**src/common/qvs_pkg.sv**
```systemverilog
// Shared constants and types for the valley-switch sequencer
package qvs_pkg;

    // ==========================================================
    // Clock
    localparam int CLK_HZ = 40_000_000;
    localparam int CLK_PERIOD_NS = 25;

    // ==========================================================
    // Documented times, each in its own unit
    localparam int WD_LOW_NS = 55000;
    localparam int WD_HIGH_NS = 62000;
    localparam int TIMEOUT_NS = 7300;
    localparam int START_BLANK_NS = 3000;
    localparam int NOM_BLANK_NS = 1500;
    localparam int FALL_GROUND_NS = 325;
    localparam int RISE_GROUND_NS = 175;
    localparam int AUX_SHORT_MS = 90;
    localparam int LINE_BLANK_MS = 25;
    localparam int RECOVERY_S = 4;

    function automatic int cyc_ceil(input int ns);
        return (ns + CLK_PERIOD_NS - 1) / CLK_PERIOD_NS;
    endfunction : cyc_ceil

    // ==========================================================
    // Cycle counts
    localparam int TIMER_W = 12;
    localparam int GND_W = 4;
    localparam logic [TIMER_W-1:0] WD_LOW_CYC = TIMER_W'(cyc_ceil(WD_LOW_NS));
    localparam logic [TIMER_W-1:0] WD_HIGH_CYC = TIMER_W'(cyc_ceil(WD_HIGH_NS));
    localparam logic [TIMER_W-1:0] TIMEOUT_CYC = TIMER_W'(cyc_ceil(TIMEOUT_NS));
    localparam logic [TIMER_W-1:0] START_BLANK_CYC = TIMER_W'(cyc_ceil(START_BLANK_NS));
    localparam logic [TIMER_W-1:0] NOM_BLANK_CYC = TIMER_W'(cyc_ceil(NOM_BLANK_NS));
    localparam logic [GND_W-1:0] FALL_GROUND_CYC = GND_W'(cyc_ceil(FALL_GROUND_NS));
    localparam logic [GND_W-1:0] RISE_GROUND_CYC = GND_W'(cyc_ceil(RISE_GROUND_NS));
    localparam int unsigned AUX_SHORT_CYC = AUX_SHORT_MS * (CLK_HZ / 1000);
    localparam int unsigned LINE_BLANK_CYC = LINE_BLANK_MS * (CLK_HZ / 1000);
    localparam int unsigned RECOVERY_CYC = RECOVERY_S * CLK_HZ;

    // ==========================================================
    // Synchronised comparator inputs, bit positions
    localparam int IN_RUN = 0;
    localparam int IN_CS = 1;
    localparam int IN_VALLEY = 2;
    localparam int IN_ARM = 3;
    localparam int IN_SHORT = 4;
    localparam int IN_LOW = 5;
    localparam int IN_HIGH = 6;
    localparam int IN_OTA = 7;
    localparam int IN_W = 8;

    // ==========================================================
    // Register map
    localparam logic [7:0] REG_CTRL = 8'h00;
    localparam logic [7:0] REG_STATUS = 8'h04;
    localparam logic [7:0] REG_IRQ_STAT = 8'h08;
    localparam logic [7:0] REG_IRQ_EN = 8'h0C;
    localparam logic [7:0] REG_IRQ_CLR = 8'h10;
    localparam int CTRL_EN_BIT = 0;
    localparam logic CTRL_EN_RESET = 1'b1;
    localparam int STAT_HIGH_BIT = 0;
    localparam int STAT_FAULT_BIT = 1;
    localparam int STAT_RUN_BIT = 2;
    localparam int STAT_BLANK_BIT = 3;
    localparam int STAT_BOOST_BIT = 4;
    localparam int IRQ_FAULT = 0;
    localparam int IRQ_HIGH = 1;
    localparam int IRQ_LOW = 2;
    localparam int IRQ_WATCHDOG = 3;
    localparam int IRQ_TIMEOUT = 4;
    localparam int IRQ_W = 5;

    typedef enum logic [1:0] {
        QVS_IDLE,
        QVS_ON,
        QVS_OFF,
        QVS_FAULT
    } qvs_state_type;

endpackage : qvs_pkg

```
**src/rtl/qvs_sequencer.sv**
```systemverilog
// Quasi-resonant valley switch sequencer with register port and interrupt
`timescale 1ns/1ps
module qvs_sequencer #(
    parameter int unsigned AUX_CYC = qvs_pkg::AUX_SHORT_CYC,
    parameter int unsigned LINE_CYC = qvs_pkg::LINE_BLANK_CYC,
    parameter int unsigned REC_CYC = qvs_pkg::RECOVERY_CYC
) (
    // Clock and reset
    input wire logic mclk_i,
    input wire logic reset_i,
    // Analog front end comparators
    input wire logic run_ok_i,
    input wire logic cs_above_setpoint_i,
    input wire logic zc_below_valley_i,
    input wire logic zc_above_arm_i,
    input wire logic zc_above_short_i,
    input wire logic line_below_low_i,
    input wire logic line_above_high_i,
    input wire logic ota_sinking_i,
    // Power stage controls
    output logic gate_drive_out_o,
    output logic sense_ground_o,
    output logic comp_ground_o,
    output logic comp_boost_o,
    output logic high_line_flag_o,
    output logic gain_half_o,
    // Register port
    input wire logic [7:0] addr_i,
    input wire logic [31:0] wdata_i,
    input wire logic wr_i,
    input wire logic rd_i,
    output logic [31:0] rdata_o,
    output logic irq_o
);

    localparam int TW = qvs_pkg::TIMER_W;

    typedef struct packed {
        qvs_pkg::qvs_state_type st;
        logic gate;
        logic [TW-1:0] timer;
        logic [TW-1:0] low_time;
        logic [qvs_pkg::GND_W-1:0] gnd_cnt;
        logic start_blank;
        logic boost;
        logic armed;
        logic demag;
        logic valley_prev;
        logic high_line;
        logic [31:0] low_cnt;
        logic [31:0] aux_cnt;
        logic [31:0] rec_cnt;
        logic ctrl_en;
        logic [qvs_pkg::IRQ_W-1:0] irq_stat;
        logic [qvs_pkg::IRQ_W-1:0] irq_en;
        logic [31:0] rdata;
    } qvs_regs_type;

    qvs_regs_type r_reg;
    qvs_regs_type r_next;
    logic [qvs_pkg::IN_W-1:0] raw_vec;
    logic [qvs_pkg::IN_W-1:0] s;
    logic run;
    logic valley_edge;
    logic blank_done;
    logic aux_hit;
    logic [TW-1:0] blank_lim;
    logic [TW-1:0] wd_lim;

    // ==========================================================
    // Input synchronisation
    assign raw_vec = {ota_sinking_i, line_above_high_i, line_below_low_i, zc_above_short_i,
                      zc_above_arm_i, zc_below_valley_i, cs_above_setpoint_i, run_ok_i};

    qvs_sync #(
        .W(qvs_pkg::IN_W)
    ) u_sync (
        .mclk_i(mclk_i),
        .reset_i(reset_i),
        .async_i(raw_vec),
        .sync_o(s)
    );

    assign run = s[qvs_pkg::IN_RUN] & r_reg.ctrl_en;
    assign valley_edge = s[qvs_pkg::IN_VALLEY] & ~r_reg.valley_prev;
    assign blank_lim = r_reg.start_blank ? qvs_pkg::START_BLANK_CYC
                                         : qvs_pkg::NOM_BLANK_CYC;
    assign wd_lim = r_reg.high_line ? qvs_pkg::WD_HIGH_CYC : qvs_pkg::WD_LOW_CYC;
    assign blank_done = r_reg.timer >= blank_lim;
    assign aux_hit = r_reg.aux_cnt == 32'(AUX_CYC - 1);

    // ==========================================================
    // Next state
    always_comb begin
        logic [qvs_pkg::IRQ_W-1:0] ev;
        logic [qvs_pkg::IRQ_W-1:0] clr;
        logic [31:0] status;
        logic start;
        r_next = r_reg;
        ev = '0;
        clr = '0;
        status = '0;
        start = 1'b0;
        r_next.valley_prev = s[qvs_pkg::IN_VALLEY];
        if (r_reg.gnd_cnt != '0) begin
            r_next.gnd_cnt = r_reg.gnd_cnt - 1'b1;
        end

        // Line range: rising edge immediate, falling side waits out the blanking
        if (s[qvs_pkg::IN_HIGH]) begin
            r_next.high_line = 1'b1;
            r_next.low_cnt = '0;
            ev[qvs_pkg::IRQ_HIGH] = ~r_reg.high_line;
        end else if (s[qvs_pkg::IN_LOW]) begin
            if (r_reg.low_cnt == 32'(LINE_CYC - 1)) begin
                r_next.high_line = 1'b0;
                ev[qvs_pkg::IRQ_LOW] = r_reg.high_line;
            end else begin
                r_next.low_cnt = r_reg.low_cnt + 32'h0000_0001;
            end
        end else begin
            r_next.low_cnt = '0;
        end

        if (s[qvs_pkg::IN_OTA]) begin
            r_next.boost = 1'b0;
        end

        unique case (r_reg.st)
            qvs_pkg::QVS_IDLE: begin
                if (run) begin
                    r_next.st = qvs_pkg::QVS_OFF;
                    r_next.timer = '0;
                    r_next.start_blank = 1'b1;
                    r_next.boost = 1'b1;
                    r_next.armed = 1'b0;
                    r_next.demag = 1'b0;
                    r_next.aux_cnt = '0;
                end
            end
            qvs_pkg::QVS_ON: begin
                // Current comparator ignored while the pin is still grounded
                if (r_reg.gnd_cnt == '0 && s[qvs_pkg::IN_CS]) begin
                    r_next.gate = 1'b0;
                    r_next.st = qvs_pkg::QVS_OFF;
                    r_next.gnd_cnt = qvs_pkg::FALL_GROUND_CYC;
                    r_next.timer = '0;
                    r_next.low_time = '0;
                    r_next.armed = 1'b0;
                    r_next.demag = 1'b0;
                end
            end
            qvs_pkg::QVS_OFF: begin
                // Saturate at the limit; a line change may lower it under the count
                if (r_reg.timer < wd_lim) begin
                    r_next.timer = r_reg.timer + 1'b1;
                end
                if (s[qvs_pkg::IN_ARM]) begin
                    r_next.start_blank = 1'b0;
                end
                if (blank_done) begin
                    if (s[qvs_pkg::IN_ARM]) begin
                        r_next.armed = 1'b1;
                    end
                    if (valley_edge && r_reg.armed) begin
                        if (!r_reg.high_line || r_reg.demag) begin
                            start = 1'b1;
                        end else begin
                            r_next.demag = 1'b1;
                        end
                    end
                    if (r_reg.high_line && r_reg.demag && s[qvs_pkg::IN_VALLEY]) begin
                        r_next.low_time = r_reg.low_time + 1'b1;
                        if (r_reg.low_time == qvs_pkg::TIMEOUT_CYC - 1'b1) begin
                            start = 1'b1;
                            ev[qvs_pkg::IRQ_TIMEOUT] = 1'b1;
                        end
                    end else begin
                        r_next.low_time = '0;
                    end
                end
                if (r_reg.timer >= wd_lim && !start) begin
                    start = 1'b1;
                    ev[qvs_pkg::IRQ_WATCHDOG] = 1'b1;
                end
                if (start) begin
                    r_next.st = qvs_pkg::QVS_ON;
                    r_next.gate = 1'b1;
                    r_next.gnd_cnt = qvs_pkg::RISE_GROUND_CYC;
                end
            end
            qvs_pkg::QVS_FAULT: begin
                if (r_reg.rec_cnt == 32'(REC_CYC - 1)) begin
                    r_next.st = qvs_pkg::QVS_IDLE;
                end else begin
                    r_next.rec_cnt = r_reg.rec_cnt + 32'h0000_0001;
                end
            end
        endcase

        // Aux short timer runs while switching
        if (r_reg.st == qvs_pkg::QVS_ON || r_reg.st == qvs_pkg::QVS_OFF) begin
            if (r_reg.st == qvs_pkg::QVS_OFF && blank_done && s[qvs_pkg::IN_SHORT]) begin
                r_next.aux_cnt = '0;
            end else if (aux_hit) begin
                r_next.st = qvs_pkg::QVS_FAULT;
                r_next.gate = 1'b0;
                r_next.rec_cnt = '0;
                r_next.aux_cnt = '0;
                ev[qvs_pkg::IRQ_FAULT] = 1'b1;
            end else begin
                r_next.aux_cnt = r_reg.aux_cnt + 32'h0000_0001;
            end
        end

        // Supply fault or software disable stops switching and fault recovery at once
        if (!run) begin
            r_next.st = qvs_pkg::QVS_IDLE;
            r_next.gate = 1'b0;
        end

        // Every falling gate edge grounds the pin, fault and stop included
        if (r_reg.gate && !r_next.gate) begin
            r_next.gnd_cnt = qvs_pkg::FALL_GROUND_CYC;
        end

        // Register port
        if (wr_i) begin
            unique case (addr_i)
                qvs_pkg::REG_CTRL: r_next.ctrl_en = wdata_i[qvs_pkg::CTRL_EN_BIT];
                qvs_pkg::REG_IRQ_EN: r_next.irq_en = wdata_i[qvs_pkg::IRQ_W-1:0];
                qvs_pkg::REG_IRQ_CLR: clr = wdata_i[qvs_pkg::IRQ_W-1:0];
                default: ;
            endcase
        end
        // A new event wins over a simultaneous clear
        r_next.irq_stat = (r_reg.irq_stat & ~clr) | ev;

        status[qvs_pkg::STAT_HIGH_BIT] = r_reg.high_line;
        status[qvs_pkg::STAT_FAULT_BIT] = r_reg.st == qvs_pkg::QVS_FAULT;
        status[qvs_pkg::STAT_RUN_BIT] = r_reg.st == qvs_pkg::QVS_ON || r_reg.st == qvs_pkg::QVS_OFF;
        status[qvs_pkg::STAT_BLANK_BIT] = r_reg.start_blank;
        status[qvs_pkg::STAT_BOOST_BIT] = r_reg.boost;
        r_next.rdata = '0;
        if (rd_i) begin
            unique case (addr_i)
                qvs_pkg::REG_CTRL: r_next.rdata[qvs_pkg::CTRL_EN_BIT] = r_reg.ctrl_en;
                qvs_pkg::REG_STATUS: r_next.rdata = status;
                qvs_pkg::REG_IRQ_STAT: r_next.rdata[qvs_pkg::IRQ_W-1:0] = r_reg.irq_stat;
                qvs_pkg::REG_IRQ_EN: r_next.rdata[qvs_pkg::IRQ_W-1:0] = r_reg.irq_en;
                default: ;
            endcase
        end
    end

    always_ff @(posedge mclk_i) begin
        if (reset_i) begin
            r_reg <= '0;
            r_reg.st <= qvs_pkg::QVS_IDLE;
            r_reg.ctrl_en <= qvs_pkg::CTRL_EN_RESET;
        end else begin
            r_reg <= r_next;
        end
    end

    // ==========================================================
    // Outputs
    assign gate_drive_out_o = r_reg.gate;
    assign sense_ground_o = r_reg.gnd_cnt != '0;
    assign comp_ground_o = r_reg.st == qvs_pkg::QVS_IDLE || r_reg.st == qvs_pkg::QVS_FAULT;
    assign comp_boost_o = r_reg.boost & ~comp_ground_o;
    assign high_line_flag_o = r_reg.high_line;
    assign gain_half_o = r_reg.high_line;
    assign rdata_o = r_reg.rdata;
    assign irq_o = |(r_reg.irq_stat & r_reg.irq_en);
endmodule : qvs_sequencer

```
**src/rtl/qvs_sync.sv**
```systemverilog
// Two-flop synchroniser for the comparator inputs
`timescale 1ns/1ps
module qvs_sync #(
    parameter int W = 8
) (
    // Clock and reset
    input wire logic mclk_i,
    input wire logic reset_i,
    // Data
    input wire logic [W-1:0] async_i,
    output logic [W-1:0] sync_o
);

    typedef struct packed {
        logic [W-1:0] meta;
        logic [W-1:0] stable;
    } qvs_sync_regs_type;

    qvs_sync_regs_type r_reg;
    qvs_sync_regs_type r_next;

    always_comb begin
        r_next.meta = async_i;
        r_next.stable = r_reg.meta;
    end

    always_ff @(posedge mclk_i) begin
        if (reset_i) begin
            r_reg <= '0;
        end else begin
            r_reg <= r_next;
        end
    end

    assign sync_o = r_reg.stable;

endmodule : qvs_sync

```
**config.mk**
```make
export PLATFORM = sky130hd
export DESIGN_NAME = qvs_sequencer
export DESIGN_NICKNAME = d
export VERILOG_FILES = /design/src/common/qvs_pkg.sv /design/src/rtl/qvs_sequencer.sv /design/src/rtl/qvs_sync.sv
export SDC_FILE = /design/constraint.sdc
export NUM_CORES = 1
export LEC_CHECK = 0
export ABC_AREA = 1
export BUFFER_PORTS_ARGS = -buffer_cell sky130_fd_sc_hd__buf_2
export CORE_ASPECT_RATIO = 1.4
export CORE_MARGIN = 1
export CORE_UTILIZATION = 25
export DETAILED_ROUTE_END_ITERATION = 6
export PLACE_DENSITY_LB_ADDON = 0.15
export SETUP_SLACK_MARGIN = 0.4
export SLEW_MARGIN = 20
export SYNTH_ARGS = -nofsm -noshare
export SYNTH_HDL_FRONTEND = slang
export SYNTH_SLANG_ARGS = --single-unit
```
**constraint.sdc**
```tcl
create_clock -name mclk_i -period 1.8 [get_ports mclk_i]
set_input_delay 0.18 -clock mclk_i [delete_from_list [all_inputs] [get_ports mclk_i]]
set_output_delay 0.18 -clock mclk_i [all_outputs]
set_load 0.1 [all_outputs]
```
**Word level (Yosys, flattened, before mapping)**

Cells that the tools add are included.

- $add $sub $neg: 6
- Magnitude comparators: 3
- Eq/ne operators: 18
- Muxes and demuxes: 69
- Bitwise logic cells: 13
- Reductions and logical operators: 39

Operators by type and width:

| kind | count |
|---|---|
| 32-bit two-way mux | 10 |
| 32-bit by 1-bit adder with 32-bit output (second input constant) | 3 |
| 64-bit two-way mux | 1 |
| 12-bit two-way mux | 4 |
| 12-bit one-hot mux with 3 select lines | 1 |
| 33-bit two-way mux | 1 |
| 32-bit by 20-bit equality test with 1-bit output (second input constant) | 1 |
| 32-bit by 22-bit equality test with 1-bit output (second input constant) | 1 |
| 32-bit by 28-bit equality test with 1-bit output (second input constant) | 1 |
| 16-bit one-hot mux with 2 select lines | 1 |
| 31-bit two-way mux | 1 |
| 1-bit two-way mux | 28 |
| 12-bit by 1-bit adder with 12-bit output (second input constant) | 2 |
| 8-bit by 4-bit equality test with 1-bit output (second input constant) | 2 |
| 4-bit two-way mux | 4 |
| 12-bit by 9-bit equality test with 1-bit output (second input constant) | 1 |
| 12-bit >= comparator | 1 |
| 12-bit by 7-bit >= comparator with 1-bit output | 1 |
| 12-bit less-than comparator | 1 |
| 3-bit two-way mux | 4 |
| 2-bit != test (second input constant) | 6 |
| 4-bit one-hot mux with 3 select lines | 1 |
| 2-bit nonzero test | 6 |
| 5-bit bitwise AND | 2 |
| other kinds (34) | 64 |

- Register bits: 192
- Bits of input ports: 52
- Output and inout port bits: 39
- Word-level logic and storage cells: 170

**Depth between registers and ports, before layout**

Gate-level depths: netlist of the first run.

- Depth in word-level cells: 21
- Mapped depth: 14
- Depth with buffers taken out: 14

**Cells and area by module**

Synthesis of the first run repeated with hierarchy kept, for this count alone.

- Cell total of the unflattened synthesis: 1,397
- Area total of the unflattened synthesis: 9,364.0 µm²

Modules (own cells, without submodules):

| module | times used | cells each | area each (µm²) | seq. area each (µm²) |
|---|---|---|---|---|
| qvs_sequencer | 1 | 1,347 | 8,889.8 | 2,982.9 |
| qvs_sync | 1 | 50 | 474.2 | 320.3 |

**Worst setup path before layout of the first run**

Ideal clock, no wire load.

- Path kind: reg-to-reg
- Start point: register r_reg, in the netlist gain_half_o
- End point: register r_reg[168] (netlist bit)
- Library setup time: 116 ps
- Arrival time: 2,599 ps
- Required time: 1,684 ps
- Setup slack: -915 ps
- Cell stages (with the launch flop): 15
- Buffers on the path: 0
- Clock period less this slack: 2,715 ps
- Cell sequence: dfxtp_1 -> inv_1 -> ha_1 -> nand2_1 -> inv_1 -> nand2_1 -> nor2_1 -> nor2_1 -> nand2_1 -> nand2_1 -> nand2_2 -> o21ai_1 -> inv_1 -> o21ai_0 -> nor2_1

- Longest elaborated chain between the ends: 4

RTL lines:

| element | line | RTL |
|---|---|---|
| from (decl) | qvs_sequencer.sv:59 | `qvs_regs_type r_reg;` |
| from (signal assigned) | qvs_sequencer.sv:262 | `r_reg <= r_next;` |
| 9-bit two-way mux | qvs_sequencer.sv:88 | `assign wd_lim = r_reg.high_line ? qvs_pkg::WD_HIGH_CYC : qvs_pkg::WD_LOW_CYC;` |
| 12-bit less-than comparator | qvs_sequencer.sv:155 | `if (r_reg.timer < wd_lim) begin` |
| 2-bit != test (no line) | -- |  |
| 4-bit AND reduction (no line) | -- |  |

No other way between the ends.
A chain may end at the register's enable or synchronous reset.

**Final worst setup path of the first run**

- Start point: register r_reg, in the netlist gain_half_o
- End point: register r_reg[146] (netlist bit)

- Longest elaborated chain between the ends: 21
- Elaborated cells on any way between the ends: 27
- Those cells by class: order compare: 1; mux: 17; reduce/logical: 9

RTL lines:

| element | line | RTL |
|---|---|---|
| 1-bit logical NOT | qvs_sequencer.sv:166 | `if (!r_reg.high_line \|\| r_reg.demag) begin` |
| 1-bit logical OR | qvs_sequencer.sv:166 |  |
| 1-bit two-way mux | qvs_sequencer.sv:166 |  |
| 1-bit two-way mux | qvs_sequencer.sv:165 | `if (valley_edge && r_reg.armed) begin` |
| 1-bit two-way mux | qvs_sequencer.sv:174 | `if (r_reg.low_time == qvs_pkg::TIMEOUT_CYC - 1'b1) begin` |
| 1-bit two-way mux | qvs_sequencer.sv:172 | `if (r_reg.high_line && r_reg.demag && s[qvs_pkg::IN_VALLEY]) begin` |
| 1-bit two-way mux | qvs_sequencer.sv:161 | `if (blank_done) begin` |
| 1-bit two-way mux | qvs_sequencer.sv:129 | `unique case (r_reg.st)` |
| (+5 left out) | -- |  |
| 1-bit one-hot mux with 2 select lines | qvs_sequencer.sv:129 |  |
| 3-bit two-way mux | qvs_sequencer.sv:205 | `end else if (aux_hit) begin` |
| 3-bit two-way mux | qvs_sequencer.sv:203 | `if (r_reg.st == qvs_pkg::QVS_OFF && blank_done && s[qvs_pkg::IN_SHORT]) begin` |
| 3-bit two-way mux | qvs_sequencer.sv:202 | `if (r_reg.st == qvs_pkg::QVS_ON \|\| r_reg.st == qvs_pkg::QVS_OFF) begin` |
| 1-bit two-way mux | qvs_sequencer.sv:217 | `if (!run) begin` |
| 1-bit logical NOT | qvs_sequencer.sv:223 | `if (r_reg.gate && !r_next.gate) begin` |
| 1-bit logical AND | qvs_sequencer.sv:223 |  |
| 2-bit OR reduction (no line) | -- |  |

Mark *: on every way between the ends. The rest lies on a longest branch, timed or not. The select of a mux whose other input is x is not followed.

==> results.md, run 1 <==
* Die ar. at approximately 39,000 um2
* Synth area leaders: dfxtp_1 (34%), nand2_1 (12%), nor2_1 (9.9%), inv_1 (7.4%), nand3_1 (4.4%)
* Layout area overhead at 46.4%
* CP Launch Type: flip-flop
* Die height at about 230 um
* Vias at ~10,000
* Die width at ~170 um
* Design Power at between 9 and 10 mW
* Peak VDD IR at ~750 uV
* Final Skew at ~0.012 ns
* Clock Sinks at 165
* Final hold viol count at 0
* Max Used Layer: met4
* Achievable frequency at roughly 0.53 GHz
* Vias per cell at about 4.5
* DRC Markers at 0
* Ports at between 90 and 100
* Layout cells sized above 1 at between 30% and 40%
* Placed Cells at 2,063
* Cells after synthesis at ~1,500
* DR iter-0 viols at roughly 320
* Routed wl met3 at about 600 um
* Antenna diode count at 0
* CTS tree: done
* Lkg Pwr at about 5.3 nW
* Maxcap violations at 0
* Nature of the critical path endpoint: flip-flop
* Cell Chain, Critical Path: inv_6 > ha_4 > nand2_2 > inv_2 > nand2_4 > buf_6 > buf_6 > nor3_4 > nor2_4 > nand2_2 > buf_4 > nand2_4 > a21oi_2
* Asr flop ratio synth at 0%
* Root buffer cell: clkbuf_16
* Post-synth EDFFs at 0
* H-Tree Depth at 4
* Slew Limit Fails at 0
* Met2 wire length at 17,000 um
* Wire per inst at 14.3 um
* Crit-path max FO at 4
* CP Data Arrival Time at 2.26 ns
* Sequential area share after synthesis at between 30% and 40%
* CTS clock-pin slew for the worst setup and hold paths at 0.07 ns
* Cell taking the most area after synthesis: dfxtp_1
* Crit path required time at 2.17 ns
* Number of synthesized register bits at approximately 170
* Hold Path Class: in2reg
* Cell area after synthesis at about 9600 um2
* Met1 WL at 12,800 um
* Number of global-route vias before repair at 9,834
* Final period utilization at 105%
* Largest net degree at the start of global routing at 47
* PortBufs at 36
* Post-route worst setup slack at -0.0886 ns
* CTS max path bufs at 2
* Max FFs per register at about 140
* CP max stage cell: dfxtp_4
* Initial Util at between 20% and 30%
* First-pass GRT wire length at roughly 50,000 um
* Failing checks: setup timing
* Synth top area share at between 30% and 40%
* CP Class: reg2reg
* Yosys warns at 0
* Crit path time final at between 1.5 and 2 ns
* Remaining Overflow, GRT at 0
* Crit-path max cell delay at about 0.37 ns
* Status: complete, but fails checks
* Pwr/cell area at approximately 650 nW/um2
* Total CTS buffers at 17
* All-layer global routing usage at approximately 16%
* Placer Congestion at 0.885
* RSZ-0062 raised after global routing: true
* Rows at 84
* First-pass iteration count of the detailed router at 6
* Core footprint at ~38,000 um2
* Clk_lat worst skew at 0.45 ns
* Layout Nets at 1,757
* Drt total wl at between 30,000 and 40,000 um
* DP Wirelength at 23,400 um
* Synth top cells by count: nand2_1 (310), nor2_1 (254), inv_1 (191)
* Antenna violations before repair at 0
* Hold WS at 0.0553 ns
* Post-route ant nets at 0
* Most numerous cell in the Yosys netlist: nand2_1
* Non-filler cells, final at 2,174
* Finish-stage setup viols at 49
* Layout Utilization at 37.4%
* Count of different cell masters after synthesis at 53
* Main synth FF type: dfxtp_1
* Mean Syn Cell Area at 6.55 um2
[cells by family (layout without fill, tap and decap cells)]
logic type,count (synthesis),in the layout,share of synthesized area [%]
simple gates,801,804,36.7
buf+inv,262,464,12.1
compound gates,177,177,10.4
flops,165,165,34.3
xor+xnor,47,47,4.27
fa+ha+maj,17,17,2.21
other cells,1,27,0.0389
[metal layers]
layer | GRT usage (%) | up-vias
li1 | - | 5115
met3 | 2.24 | 45
met4 | 6.02 | 0
met5 | 0 | -
met2 | 31.8 | 127
met1 | 17.4 | 4599
[through the flow]
step	TNS, ns	area (um2)	setup slack [ns]
after floorplan	-0.334	10100	-0.0481
after global placement	-2.50	11500	-0.143
after detailed placement	-3.70	11500	-0.170
after CTS	-3.15	13100	-0.0869
after global routing	-10.12	14100	-0.196
final	-2.10	14100	-0.0886
[cells in the final DEF (no fill, tap or decap), drive strengths merged, types with 2 or more instances in the layout]
master       instances
dlygate4sd3          9
and3                 2
xor2                37
buf                223
o221ai               3
inv                201
o211ai               7
a21o                 2
a211oi              16
nand3               88
or2                  9
nor4                11
nor2               264
a31oi                4
o21a                 3
nand2              322
o21ai               60
nand4               39
nor3                64
ha                  17
clkbuf              20
o31ai                3
nor3b                4
xnor2               10
dfxtp              165
a21oi               73
clkinv               6
clkinvlp             4
conb                27
[final timing paths]
check                                       from               end  slack [ns]  depth (start not counted)
worst max-delay path                 gain_half_o        r_reg[146]       -0.09                         13
worst min register to register  u_sync.r_next[7]  u_sync.sync_o[7]        0.41                          2
worst min-delay path                        wr_i         r_reg[42]        0.06                          3
worst max register to register       gain_half_o        r_reg[146]       -0.09                         13
[timing repair]
item | 4_1_cts | 5_1_grt
hold buffers | 9 | 0
pin swaps | 66 | 85
setup endpoints to repair | 137 | 140
gates cloned | 1 | 5
hold endpoints to repair | 9 | 0
setup buffers | 36 | 28
resized for setup | 199 | 175
[where the power goes]
part	switching, mW	leakage [nW]	internal [mW]
Sequential	0.0493	1.36	3.71
Combinational	1.07	3.69	0.585
Clock	1.74	0.284	1.94
[worst max-delay path, delay by kind of cell, from the launching register on]
family | cells | cell delay (ns)
buf+inv | 5 | 0.46
flops | 1 | 0.37
simple gates | 6 | 0.60
fa+ha+maj | 1 | 0.25
compound gates | 1 | 0.12
[cell type report]
type | count | area (um2)
Clock inverter | 15 | 144
Timing Repair Buffer | 235 | 2140
Clock buffer | 17 | 425
Sequential cell | 165 | 3370
Inverter | 197 | 783
Fill cell | 4029 | 23600
Multi-Input combinational cell | 1072 | 6640
Tap cell | 473 | 592
Note: power is estimated with default switching activity, not from simulation.
==> run 2: changes to the inputs <==
==> constraint.sdc (replaced) <==
create_clock -name mclk_i -period 1.8 [get_ports mclk_i]
set_input_delay 0 -clock mclk_i [delete_from_list [all_inputs] [get_ports mclk_i]]
set_output_delay 0 -clock mclk_i [all_outputs]
set_load 0.1 [all_outputs]
==> results.md, run 2 (synthesis gave the netlist of run 1 again) <==
* Pwr/cell area at roughly 640 nW/um2
* CTS clock-pin slew for the worst setup and hold paths at 0.07 ns
* Reg2Reg Depth at 13
* CP Data Arrival Time at between 2 and 2.5 ns
* Remaining Overflow, GRT at 0
* Post-route worst setup slack at -0.0485 ns
* CTS tree: done
* Die height at 234 um
* Lkg Pwr at around 5.5 nW
* CP delay by family, top: simple AND/OR/NAND/NOR gates
* Ports at roughly 90
* Most frequent cells in the layout: nand2_1 (258), nor2_1 (191), inv_1 (171)
* Core footprint at between 30,000 and 40,000 um2
* Final Skew at 0.00927 ns
* Final hold viol count at 0
* WHS Path Cells at 5
* Crit path required time at ~2.2 ns
* Die ar. at between 30,000 and 40,000 um2
* Nature of the critical path endpoint: flip-flop
* Fill cell count at 3,926
* Clk_lat worst skew at approximately 0.45 ns
* R2R Setup Slk at -0.05 ns
* Post-route ant nets at 0
* Crit path time final at roughly 1.8 ns
* Wire per inst at about 14 um
* Worst-margin pin slew at 0.590 ns
* Cell Chain, Critical Path: inv_4 > ha_4 > nand2_2 > nor2_2 > nand2_2 > nand2_4 > nand3_4 > nand2_4 > nor2_4 > nor2_4 > clkinv_4 > buf_12 > a211oi_2
* Finish-stage setup viols at 19
* Root buffer cell: clkbuf_16
* Vias per cell at between 4 and 5
* Buf/Inv on CP at 3
* CP Launch Type: flip-flop
* Antenna violations before repair at 0
* Layout area overhead at 50.4%
* Total CTS buffers at 17
* Drt total wl at roughly 31,000 um
* CP Class: reg2reg
* WP depth at 13
* Pre-CTS WS at -0.128 ns
* Crit-path max cell delay at 0.36 ns
* Largest net degree at the start of global routing at 47
* Rows at 84
* Slew Limit Fails at 0
* Crit-path max FO at 16
* Final period utilization at 103%
* RSZ-0062 raised after global routing: true
* Hold Path Class: in2reg
* CP max stage cell: dfxtp_2
* DR iter-0 viols at 468
* All-layer global routing usage at between 10% and 20%
* RR Endpoint: r_reg[55]
* Achievable frequency at between 0.5 and 0.6 GHz
* Max FFs per register at between 100 and 150
* Layout cells sized above 1 at between 30% and 40%
* H-Tree Depth at 4
* Maxcap violations at 0
* Peak VDD IR at 621 uV
* PortBufs at 36
* Critical R2R Launch: r_reg[144]
* Status: complete, but fails checks
* Clock Sinks at about 170
* Failing checks: setup timing
* Design Power at 9.23 mW
* Antenna diode count at 0
* First-pass GRT wire length at slightly below 50,000 um
* Number of global-route vias before repair at ~10,000
* Placer Congestion at approximately 0.86
* Vias at approximately 10,000
* First-pass iteration count of the detailed router at 5
* Worst rel slew slack at around three fifths
* CTS max path bufs at 2
* Commonest non-fill, non-tap cell in the layout: nand2_1
* Hold Startpoint: addr_i[6]
* DP Wirelength at between 20,000 and 25,000 um
* Initial Util at between 20% and 30%
* Die width at 168 um
* Hold Path Sink: rdata_o[0]
* Layout Nets at between 1,500 and 2,000
* DRC Markers at 0
run 2: cell types whose count changed in the layout (fill, tap and decap cells not counted), sizes merged:
cell         change
clkbuf           +2
clkinv           -2
buf             +12
nand2            +1
inv              -1
dlygate4sd3     +11
bufinv           -1
run 2: metrics by stage:
stage	area [um2]	util [%]	TNS, ns	instances	hold slack [ns]
finish	14500	38.4	-0.537	2196	0.0204
global route	14500	38.4	-6.01	2196	0.0337
CTS	13400	35.6	-1.05	2166	0.0280
detailed placement	11400	30.3	-3.43	2064	0.218
global placement	11400	30.3	-1.56	2064	0.215
floorplan	10100	-	-0.672	1496	0.107
run 2: tightest hold or removal path, stage by stage:
cell and delay, ns:
buf_2 0.09, nor3_2 0.04, nand2_2 0.13, nor3_1 0.06
o21a_1 0.10
run 2: how the worst max path moves through the flow:
stage | start | to
after floorplan | gain_half_o | r_reg[169]
after global placement | r_reg[144] | r_reg[89]
after detailed placement | r_reg[144] | r_reg[89]
after CTS | r_reg[144] | r_reg[57]
after global routing | r_reg[144] | r_reg[55]
final | r_reg[144] | r_reg[55]
run 2: area by class of cell:
cell class / count / area, um2 / share of cell area, %
clock buffers: 21 / 482 / 3.33
clock inverters: 11 / 101 / 0.700
inverters: 197 / 797 / 5.50
multi-input cells: 1073 / 6830 / 47.2
flip-flops and latches: 165 / 3390 / 23.4
well taps: 473 / 592 / 4.09
repair buffers: 256 / 2290 / 15.8
run 2: power by group:
part,internal (mW),switching [mW]
combinational,0.658,1.08
sequential,3.71,0.0470
clock,1.98,1.75
run 2: metal layers:
metal  wire length [um]  global-route usage [%]  up-vias  share of wire, %
met5                  0                       0        -                 0
met4                907                    7.22        0               2.9
met3                648                    2.55       52               2.1
met2              16600                    29.9      144                54
met1              12700                    17.4     4680                41
li1                   -                       -     5163                 -
run 2: repair_timing:
item | 4_1_cts | 5_1_grt
hold endpoints to repair | 24 | 0
hold buffers | 20 | 0
pin swaps | 86 | 98
setup endpoints to repair | 135 | 140
gates cloned | 4 | 2
buffers inserted | 46 | 28
gates resized for setup | 243 | 197
